**config.mk**
```make
export PLATFORM = sky130hd
export DESIGN_NAME = gpc_ports
export DESIGN_NICKNAME = d
export VERILOG_FILES = /design/src/gpc_pkg.sv /design/src/gpc_pin_cell.sv /design/src/gpc_ports.sv
export VERILOG_INCLUDE_DIRS = /design/src /design/src/src
export SDC_FILE = /design/constraint.sdc
export NUM_CORES = 1
export LEC_CHECK = 0
export BUFFER_PORTS_ARGS = -buffer_cell sky130_fd_sc_hd__buf_4
export CELL_PAD_IN_SITES_DETAIL_PLACEMENT = 0
export CELL_PAD_IN_SITES_GLOBAL_PLACEMENT = 2
export CORE_MARGIN = 2
export CORE_UTILIZATION = 22
export DETAILED_ROUTE_END_ITERATION = 10
export PLACE_DENSITY_LB_ADDON = 0.1
export SETUP_SLACK_MARGIN = 0.4
export SLEW_MARGIN = 20
export SYNTH_ARGS = -nofsm -noshare
export SYNTH_HDL_FRONTEND = slang
export SYNTH_SLANG_ARGS = --single-unit
```
**constraint.sdc**
```tcl
create_clock -name clock -period 1.41 [get_ports clock]
set_clock_uncertainty 0.1 [all_clocks]
set_input_delay 0.282 -clock clock [delete_from_list [all_inputs] [get_ports clock]]
set_output_delay 0.282 -clock clock [all_outputs]
set_load 0.01 [all_outputs]
```
**src/gpc_map.svh**
```systemverilog
// Purpose: register offsets, reset values and field sizes for the port 3 / port 4 configuration block
// Assumes: registers sit in the core's special-function register space, 8-bit address, 8-bit data
// Notes: included by the package and by gpc_ports; gpc_pin_cell does not include it
// Functional notes
// - port 3 drive-select bit is ignored while its input-config bit is 0 (analog).
// - port 3 pin drives open-drain when drive-select is 0, push-pull when 1.
// - crossbar passes over port 3 pins whose bypass bit is 1, uses those at 0.
// - writing port 4 data loads each output latch bit: 0 low, 1 high.
// - reading port 4 data returns present pin levels, not latch contents.
// - port 4 pin drives open-drain when drive-select is 0, push-pull when 1.
// - port 3 input-config 0 means analog: no weak pull-up, no digital receiver.
`ifndef GPC_MAP_SVH
`define GPC_MAP_SVH
`define GPC_ADDR_W          8
`define GPC_DATA_W          8
`define GPC_PINS            8
`define GPC_PORT3_DRIVE_OFS  8'hae
`define GPC_PORT4_DRIVE_OFS  8'haf
`define GPC_PORT4_DATA_OFS   8'hb5
`define GPC_PORT3_BYPASS_OFS 8'hd7
`define GPC_PORT3_DRIVE_RST  8'h00
`define GPC_PORT4_DRIVE_RST  8'h00
`define GPC_PORT4_DATA_RST   8'hff
`define GPC_PORT3_BYPASS_RST 8'h00
`define GPC_UNMAPPED_READ   8'h00
`endif

```
**src/gpc_pkg.sv**
```systemverilog
// Purpose: shared types for the port 3 / port 4 configuration block
// Assumes: gpc_map.svh supplies the sizes
// Notes: types only
`include "gpc_map.svh"
package gpc_pkg;
    typedef logic [`GPC_DATA_W-1:0] gpc_byte_type;
    typedef logic [`GPC_ADDR_W-1:0] gpc_addr_type;
    typedef enum logic [1:0] {GPC_MODE_OPEN_DRAIN, GPC_MODE_PUSH_PULL, GPC_MODE_ANALOG} gpc_pin_mode_type;
endpackage : gpc_pkg

```
**src/gpc_pin_cell.sv**
```systemverilog
// Purpose: output-drive logic for one port pin
// Assumes: drive_data is the pin's wanted level, push_pull selects the driver style
// Notes: open-drain only pulls low; a high level floats onto the external or weak pull-up
`timescale 1ns/100ps
module gpc_pin_cell
    import gpc_pkg::*;
(
    input  wire logic digital_en,
    input  wire logic push_pull,
    input  wire logic drive_data,
    input  wire logic pin_in,
    output logic      pin_out,
    output logic      pin_oe,
    output logic      pin_level,
    output logic      pullup_en
);
    gpc_pin_mode_type mode;

    always_comb
    begin
        if (!digital_en)
            mode = GPC_MODE_ANALOG;
        else if (push_pull)
            mode = GPC_MODE_PUSH_PULL;
        else
            mode = GPC_MODE_OPEN_DRAIN;
    end

    always_comb
    begin
        pin_out   = drive_data;
        pin_oe    = 1'b0;
        pullup_en = 1'b0;
        pin_level = 1'b0;
        unique case (mode)
            GPC_MODE_PUSH_PULL:
            begin
                pin_oe    = 1'b1;
                pullup_en = 1'b1;
                pin_level = pin_in;
            end
            GPC_MODE_OPEN_DRAIN:
            begin
                // drive low only; a high latch releases the pin
                pin_out   = 1'b0;
                pin_oe    = ~drive_data;
                pullup_en = 1'b1;
                pin_level = pin_in;
            end
            // receiver off in analog mode so a mid-rail voltage cannot toggle digital logic
            GPC_MODE_ANALOG:
            begin
                pin_out = 1'b0;
            end
            default:
            begin
                pin_out = 1'b0;
            end
        endcase
    end
endmodule : gpc_pin_cell

```
**src/gpc_ports.sv**
```systemverilog
// Purpose: port 3 drive-select and crossbar bypass, port 4 data latch and drive-select registers with pin logic
// Assumes: one-cycle sfr write and read strobes synchronous to clock; pins already synchronous
// Notes: read data is registered, valid the cycle after the read strobe
`timescale 1ns/100ps
`include "gpc_map.svh"
module gpc_ports
    import gpc_pkg::*;
(
    input  wire logic             clock,
    input  wire logic             rst_n,
    input  wire logic             sfr_wr,
    input  wire logic             sfr_rd,
    input  wire gpc_addr_type     sfr_addr,
    input  wire gpc_byte_type     sfr_wdata,
    output gpc_byte_type          sfr_rdata,
    input  wire gpc_byte_type     port3_input_config,
    input  wire gpc_byte_type     port3_data,
    input  wire gpc_byte_type     port3_pin_in,
    output gpc_byte_type          port3_pin_out,
    output gpc_byte_type          port3_pin_oe,
    output gpc_byte_type          port3_pullup_en,
    output gpc_byte_type          port3_digital_in,
    output gpc_byte_type          port3_crossbar_skip,
    input  wire gpc_byte_type     port4_pin_in,
    output gpc_byte_type          port4_pin_out,
    output gpc_byte_type          port4_pin_oe,
    output gpc_byte_type          port4_pullup_en
);
    gpc_byte_type port3_drive_select_q;
    gpc_byte_type port3_drive_select_d;
    gpc_byte_type port4_drive_select_q;
    gpc_byte_type port4_drive_select_d;
    gpc_byte_type port4_data_latch_q;
    gpc_byte_type port4_data_latch_d;
    gpc_byte_type port3_crossbar_bypass_q;
    gpc_byte_type port3_crossbar_bypass_d;
    gpc_byte_type rdata_q;
    gpc_byte_type rdata_d;
    gpc_byte_type read_mux;
    gpc_byte_type port4_level;
    gpc_byte_type port4_pin_out_c;
    gpc_byte_type port4_pin_oe_c;
    gpc_byte_type port4_pullup_c;
    logic         sel_port3_drive;
    logic         sel_port4_drive;
    logic         sel_port4_latch;
    logic         sel_port3_bypass;
    logic         sel_mapped;

    // one decode shared by the write and read paths, so both always agree on a hit
    always_comb
    begin
        sel_port3_drive  = 1'b0;
        sel_port4_drive  = 1'b0;
        sel_port4_latch  = 1'b0;
        sel_port3_bypass = 1'b0;
        sel_mapped       = 1'b1;
        unique case (sfr_addr)
            `GPC_PORT3_DRIVE_OFS:  sel_port3_drive  = 1'b1;
            `GPC_PORT4_DRIVE_OFS:  sel_port4_drive  = 1'b1;
            `GPC_PORT4_DATA_OFS:   sel_port4_latch  = 1'b1;
            `GPC_PORT3_BYPASS_OFS: sel_port3_bypass = 1'b1;
            // other addresses belong to other blocks of the core
            default:               sel_mapped       = 1'b0;
        endcase
    end

    // and-or mux: the selects are one-hot, so at most one term is live
    always_comb
    begin
        read_mux = `GPC_UNMAPPED_READ;
        if (sel_mapped)
        begin
            read_mux = (port3_drive_select_q    & {`GPC_PINS{sel_port3_drive}})
                     | (port4_drive_select_q    & {`GPC_PINS{sel_port4_drive}})
                     | (port4_level             & {`GPC_PINS{sel_port4_latch}})
                     | (port3_crossbar_bypass_q & {`GPC_PINS{sel_port3_bypass}});
        end
    end

    always_comb
    begin
        port3_drive_select_d = port3_drive_select_q;
        if (sfr_wr && sel_port3_drive)
        begin
            port3_drive_select_d = sfr_wdata;
        end
    end

    always_ff @(posedge clock)
    begin
        if (!rst_n)
        begin
            port3_drive_select_q <= `GPC_PORT3_DRIVE_RST;
        end
        else
        begin
            port3_drive_select_q <= port3_drive_select_d;
        end
    end

    always_comb
    begin
        port4_drive_select_d = port4_drive_select_q;
        if (sfr_wr && sel_port4_drive)
        begin
            port4_drive_select_d = sfr_wdata;
        end
    end

    always_ff @(posedge clock)
    begin
        if (!rst_n)
        begin
            port4_drive_select_q <= `GPC_PORT4_DRIVE_RST;
        end
        else
        begin
            port4_drive_select_q <= port4_drive_select_d;
        end
    end

    always_comb
    begin
        port4_data_latch_d = port4_data_latch_q;
        if (sfr_wr && sel_port4_latch)
        begin
            port4_data_latch_d = sfr_wdata;
        end
    end

    always_ff @(posedge clock)
    begin
        if (!rst_n)
        begin
            port4_data_latch_q <= `GPC_PORT4_DATA_RST;
        end
        else
        begin
            port4_data_latch_q <= port4_data_latch_d;
        end
    end

    always_comb
    begin
        port3_crossbar_bypass_d = port3_crossbar_bypass_q;
        if (sfr_wr && sel_port3_bypass)
        begin
            port3_crossbar_bypass_d = sfr_wdata;
        end
    end

    always_ff @(posedge clock)
    begin
        if (!rst_n)
        begin
            port3_crossbar_bypass_q <= `GPC_PORT3_BYPASS_RST;
        end
        else
        begin
            port3_crossbar_bypass_q <= port3_crossbar_bypass_d;
        end
    end

    // read data holds until the next read, so a stalled core can still pick it up
    always_comb
    begin
        rdata_d = rdata_q;
        if (sfr_rd)
        begin
            rdata_d = read_mux;
        end
    end

    always_ff @(posedge clock)
    begin
        if (!rst_n)
        begin
            rdata_q <= `GPC_UNMAPPED_READ;
        end
        else
        begin
            rdata_q <= rdata_d;
        end
    end

    for (genvar i = 0; i < `GPC_PINS; i++)
    begin : g_pins
        gpc_pin_cell u_port3
        (
            .digital_en (port3_input_config[i]),
            .push_pull  (port3_drive_select_q[i]),
            .drive_data (port3_data[i]),
            .pin_in     (port3_pin_in[i]),
            .pin_out    (port3_pin_out[i]),
            .pin_oe     (port3_pin_oe[i]),
            .pin_level  (port3_digital_in[i]),
            .pullup_en  (port3_pullup_en[i])
        );
        // port 4 has no analog mode, so its pins are always digital
        gpc_pin_cell u_port4
        (
            .digital_en (1'b1),
            .push_pull  (port4_drive_select_q[i]),
            .drive_data (port4_data_latch_q[i]),
            .pin_in     (port4_pin_in[i]),
            .pin_out    (port4_pin_out_c[i]),
            .pin_oe     (port4_pin_oe_c[i]),
            .pin_level  (port4_level[i]),
            .pullup_en  (port4_pullup_c[i])
        );
    end

    assign sfr_rdata           = rdata_q;
    // software is expected to bypass pins it claims itself; hardware just forwards the mask
    assign port3_crossbar_skip = port3_crossbar_bypass_q;
    assign port4_pin_out       = port4_pin_out_c;
    assign port4_pin_oe        = port4_pin_oe_c;
    assign port4_pullup_en     = port4_pullup_c;
endmodule : gpc_ports

```
== Yosys cells after proc, flatten, opt, wreduce, memory -nomap -nowiden ==
Index checks and enable logic that the tools add are counted.
Word-level totals
  flip-flop bits (word level): 40
  input port bits: 52
  output and inout port bits: 72
  logic and storage cells: 179
Operators by class
  eq/ne operators: 20
  mux-type cells: 94
  bitwise operators: 23
  reductions and logical operators: 37
Operator list (count)
  1-bit 2-to-1 mux: 69
  8-bit AND: 4
  8-bit == test (second input constant): 4
  2-bit zero test: 16
  1-bit one-hot mux with 2 select lines: 16
  2-bit OR reduction: 16
  8-bit bitwise OR: 3
  2-bit by 1-bit == test with 1-bit output (second input constant): 8
  2-bit 2-to-1 mux: 8
  1-bit NOT: 16
  1-bit == test (second input constant): 8
  8-bit 2-to-1 mux: 1
  1-bit logical AND: 4
  4-bit OR reduction: 1

== Longest topological paths before layout ==
  word-level depth: 8
  depth in mapped cells: 6

== Modules after synthesis ==
Synthesis repeated with hierarchy kept, for this count alone.
Second synthesis, totals
  cell total of the unflattened synthesis: 261
  area total of the unflattened synthesis: 2253.4 µm²
Modules (own cells, without submodules)
  gpc_ports: instances 1, cells an instance 181, area each 1732.9 µm², seq. area each 800.8 µm²
  gpc_pin_cell: instances 16, cells an instance 5, area each 32.5 µm², seq. area each 0.0 µm²

== Worst setup path before layout ==
No wires, ideal clock.
  kind: input to register
  start point: in sfr_addr[0]
  end point: reg port3_drive_select_q[0]
  arrival time: 1.307 ns
  data required time: 1.194 ns
  setup slack: -0.113 ns
  stages on the path: 4
  path through: clkbuf_2 > nor4_4 > mux2i_1 > nor2b_1
On the way
  longest elaborated chain between the ends: 3
RTL lines
  from (decl): line gpc_ports.sv:13  | input wire gpc_addr_type sfr_addr,
  8-bit == test: line gpc_ports.sv:58  | unique case (sfr_addr)
  1-bit 2-to-1 mux: line gpc_ports.sv:58
  1-bit logical AND: line gpc_ports.sv:84  | if (sfr_wr && sel_port3_drive)
  to (signal assigned): line gpc_ports.sv:94  | port3_drive_select_q <= `GPC_PORT3_DRIVE_RST;
  to (signal assigned): line gpc_ports.sv:98  | port3_drive_select_q <= port3_drive_select_d;
  to (decl): line gpc_ports.sv:29  | gpc_byte_type port3_drive_select_q;
Every way passes these cells.
A chain may end at the register's enable or synchronous reset.

== Worst setup path in the final report ==
  start point: reg port3_drive_select_q[7]
  end point: out port3_pin_oe[7]
On the way
  longest elaborated chain between the ends: 4
  elaborated cells on any way between the ends: 5
  those cells by class: eq/ne: 1; mux: 3; reduce/logical: 1
RTL lines
  1-bit 2-to-1 mux *: line gpc_pin_cell.sv:23  | else if (push_pull)
  2-bit 2-to-1 mux *: line gpc_pin_cell.sv:21  | if (!digital_en)
  2-bit by 1-bit == test with 1-bit output / 2-bit zero test (equally long branches): line gpc_pin_cell.sv:35  | unique case (mode)
  1-bit one-hot mux with 2 select lines *: line gpc_pin_cell.sv:35
  to (decl): line gpc_ports.sv:20  | output gpc_byte_type port3_pin_oe,
Every way passes the cells marked *; elsewhere a longest branch is shown, timed or not.

==> impl_metrics.csv <==
group,metric,value,unit
status,status,"completed",
global_routing,antenna_found_initial,0,
cts,insertion_delay,280,ps
run,max_cap_violations,0,
yosys,synth.distinct_cells,34,
timing,finalSetupTns,0,ps
floorplanning,dieWidth,111,um
routing,met1_length,3540,um
pwr,p_int,2.05,mW
critical_path,cp_num_buf_inv,2,
floorplanning,die_y,111,um
critical_path,crit_path_start_kind,"flop",
routing,met3WireLength,387,um
pwr,p_switching,0.644,mW
cells_and_area,synthToLayoutAreaGrowth,69.7,%
placement,dp_cells,509,
placement,portBuffers,115,
global_routing,grt_max_degree,30,
yosys,synth_warnings,0,
pwr,p_comb_share,15.6,%
cts,cts_sinks,40,
placement,place_congestion,0.693,
pwr,cellPowerDensity,629,nW/um^2
critical_path,timing.rr.start,"port4_drive_select_q[5]",
routing,wl_per_cell,14.5,um
pwr,sw_frac_of_total,23.9,%
cts,cts_made_buffers,5,
critical_path,worstPathCellList,"inv_1, a21boi_1, buf_4",
cts,cts_max_path_buffers,2,
pwr,peakVddDrop,476,uV
cts,cts_hold_buf,0,
critical_path,endpoint,"port3_pin_oe[7]",
timing,whs,157,ps
critical_path,crit_slowest_cell,"dfxtp_2",
routing,routed.top_layer,"met4",
routing,antenna_left,0,
critical_path,critical-path-max-stage-delay,350,ps
timing,setup_violations,0,
yosys,syn_area_per_cell,8.28,um^2
routing,wl_met2,3930,um
routing,viasPerCell,4.29,
yosys,synthTopCellsByArea,"dfxtp_1 32%, buf_4 17%, mux2i_1 6.3%",
critical_path,end_kind,"primary output",
critical_path,reg2regPathDepth,4,
cts,clkTransAtPathRegs,60,ps
timing,slew_viol_final,0,
critical_path,path_max_fanout,3,
pwr,p_total,2.70,mW
timing,period_minus_slack,1300,ps
timing,setup_ws,109,ps
pwr,power.leakage,1.84,nW
routing,drt_iter0_markers,48,
routing,vias,2344,
cells_and_area,layout-drive-gt1-share,69.8,%
yosys,synth_commonest_cells,"56 x buf_4, 40 x dfxtp_1, 34 x nand2_1",
routing,drt_wl_total,7940,um
cts,cts_tree,"yes",
placement,dpl.hpwl,5740,um
timing,rsz0062_at_grt,"true",
routing,first_pass_iters,4,
global_routing,overflow,0,
yosys,yosysMostFrequentCell,"buf_4",
cts,root_buffer,"clkbuf_16",
floorplanning,floorplan.rows,39,
global_routing,gr-usage-all-layers,12.4,%
cells_and_area,fin_nets,455,
placement,dpl_worst_slack,-200,ps
yosys,synth-seq-cells,40,
yosys,synth-edff-count,0,
floorplanning,die-area,12300,um^2
yosys,synthCells,305,
critical_path,worstSetupStartpoint,"port3_drive_select_q[7]",
critical_path,r2r_slack,270,ps
yosys,async_flop_share,0,%
critical_path,crit_type,"reg -> out",
critical_path,critical_path_arrival,920,ps
pwr,clockPowerShare,43.0,%
timing,fmax,0.769,GHz
yosys,netlist_area,2520,um^2
critical_path,path_delay_family,"flip-flops",
yosys,synth_top_cell_by_area,"dfxtp_1",
global_routing,grt_pass1_vias,2331,
critical_path,r2r_end,"sfr_rdata[5]",
cells_and_area,finalNonFillerCells,547,
floorplanning,boundaryPins,124,
global_routing,grt_first_pass_wirelength,12000,um
timing,hold_viol_final,0,
timing,post-route-period-util,92.3,%
cells_and_area,num_antenna_cells,0,
yosys,netlist.area_leader.share,31.7,%
yosys,synth_seq_area_share,31.7,%
min_path,hp-class,"in -> reg",
critical_path,worst-path-stages,3,
routing,drc,0,
cts,cts_max_level,2,
floorplanning,initial_core_util,22.3,%
pwr,seqPwrFrac,41.4,%
floorplanning,core-area,11300,um^2
critical_path,cp.required,1030,ps
yosys,synth_ff_type,"dfxtp_1",
==> state kept, by name, summed over array words and instances, names as in the netlist <==
signal and cells:
port3_crossbar_skip 8, port3_drive_select_q 8, sfr_rdata 8, port4_data_latch_q 8, port4_drive_select_q 8
==> repair_timing <==
action / 4_1_cts / 5_1_grt
setup buffers: 26 / 2
gates cloned: 1 / 1
endpoints found under the hold margin: 0 / 0
pin swaps: 43 / 36
resized for setup: 144 / 50
setup endpoints to repair: 96 / 96
==> power groups by stage <==
stage	Combinational, mW	Clock [mW]	Sequential (mW)
after floorplan	0.199	0	1.16
after global placement	0.360	0	1.16
after detailed placement	0.362	0	1.16
after CTS	0.411	1.20	1.13
after global routing	0.453	1.26	1.11
final	0.421	1.16	1.11
==> logic make-up after synthesis <==
group	count (synthesis)	share of synthesized area, %
mux	16	6.34
compound gates	58	16.5
other cells	1	0.149
flops	40	31.7
buf+inv	85	21.1
simple gates	105	24.2
==> tightest hold or removal path, stage by stage <==
cell and delay (ps):
buf_4 110, mux2i_1 60, nand2_1 50
==> layout by cell type, fill, tap and decap left out, types with 7 or more instances in the layout <==
cell / Yosys / layout
and2_4: 0 / 16
buf_4: 56 / 86
dfxtp_2: 0 / 31
a22oi_1: 8 / 7
buf_6: 0 / 68
nor2b_1: 9 / 8
nand2_1: 34 / 32
nand2b_4: 0 / 8
o21ai_1: 0 / 12
mux2i_1: 16 / 16
a21boi_2: 0 / 7
a22o_1: 8 / 8
dfxtp_4: 0 / 9
a21boi_1: 2 / 9
nand3_2: 0 / 13
conb_1: 1 / 8
==> metrics by stage <==
step | util [%] | cell area, um^2
6_report | 37.8 | 4280
5_1_grt | 37.8 | 4280
4_1_cts | 36.1 | 4090
3_5_place_dp | 29.0 | 3280
3_3_place_gp | 29.0 | 3280
2_1_floorplan | - | 2640
==> worst min-delay path by stage <==
stage / start / endpoint / slack (ps) / cells after the start
after floorplan: sfr_wdata[0] / port4_data_latch_q[0] / 310 / 2
after global placement: sfr_rdata[1] / sfr_rdata[1] / 360 / 2
after detailed placement: port3_crossbar_skip[6] / port3_crossbar_skip[6] / 360 / 2
after CTS: sfr_wdata[1] / port4_data_latch_q[1] / 150 / 3
after global routing: sfr_wdata[1] / port4_data_latch_q[1] / 180 / 3
final: sfr_wdata[1] / port4_data_latch_q[1] / 160 / 3
==> area by class of cell <==
class                           instances  area, um^2
Clock buffer                            6         139
Fill cell                            1180        7040
Clock inverter                          2        10.0
Tap cell                              143         179
Timing Repair Buffer                  160        1530
Sequential cell                        40         873
Multi-Input combinational cell        187        1520
Inverter                                9        33.8
==> per-layer routing <==
metal  global-route usage (%)  up-vias
met5                        0        -
met4                     3.46        0
met3                     2.62        6
met2                     21.0       78
met1                     15.8     1090
li1                         -     1170
(Power assumes the default switching activity.)
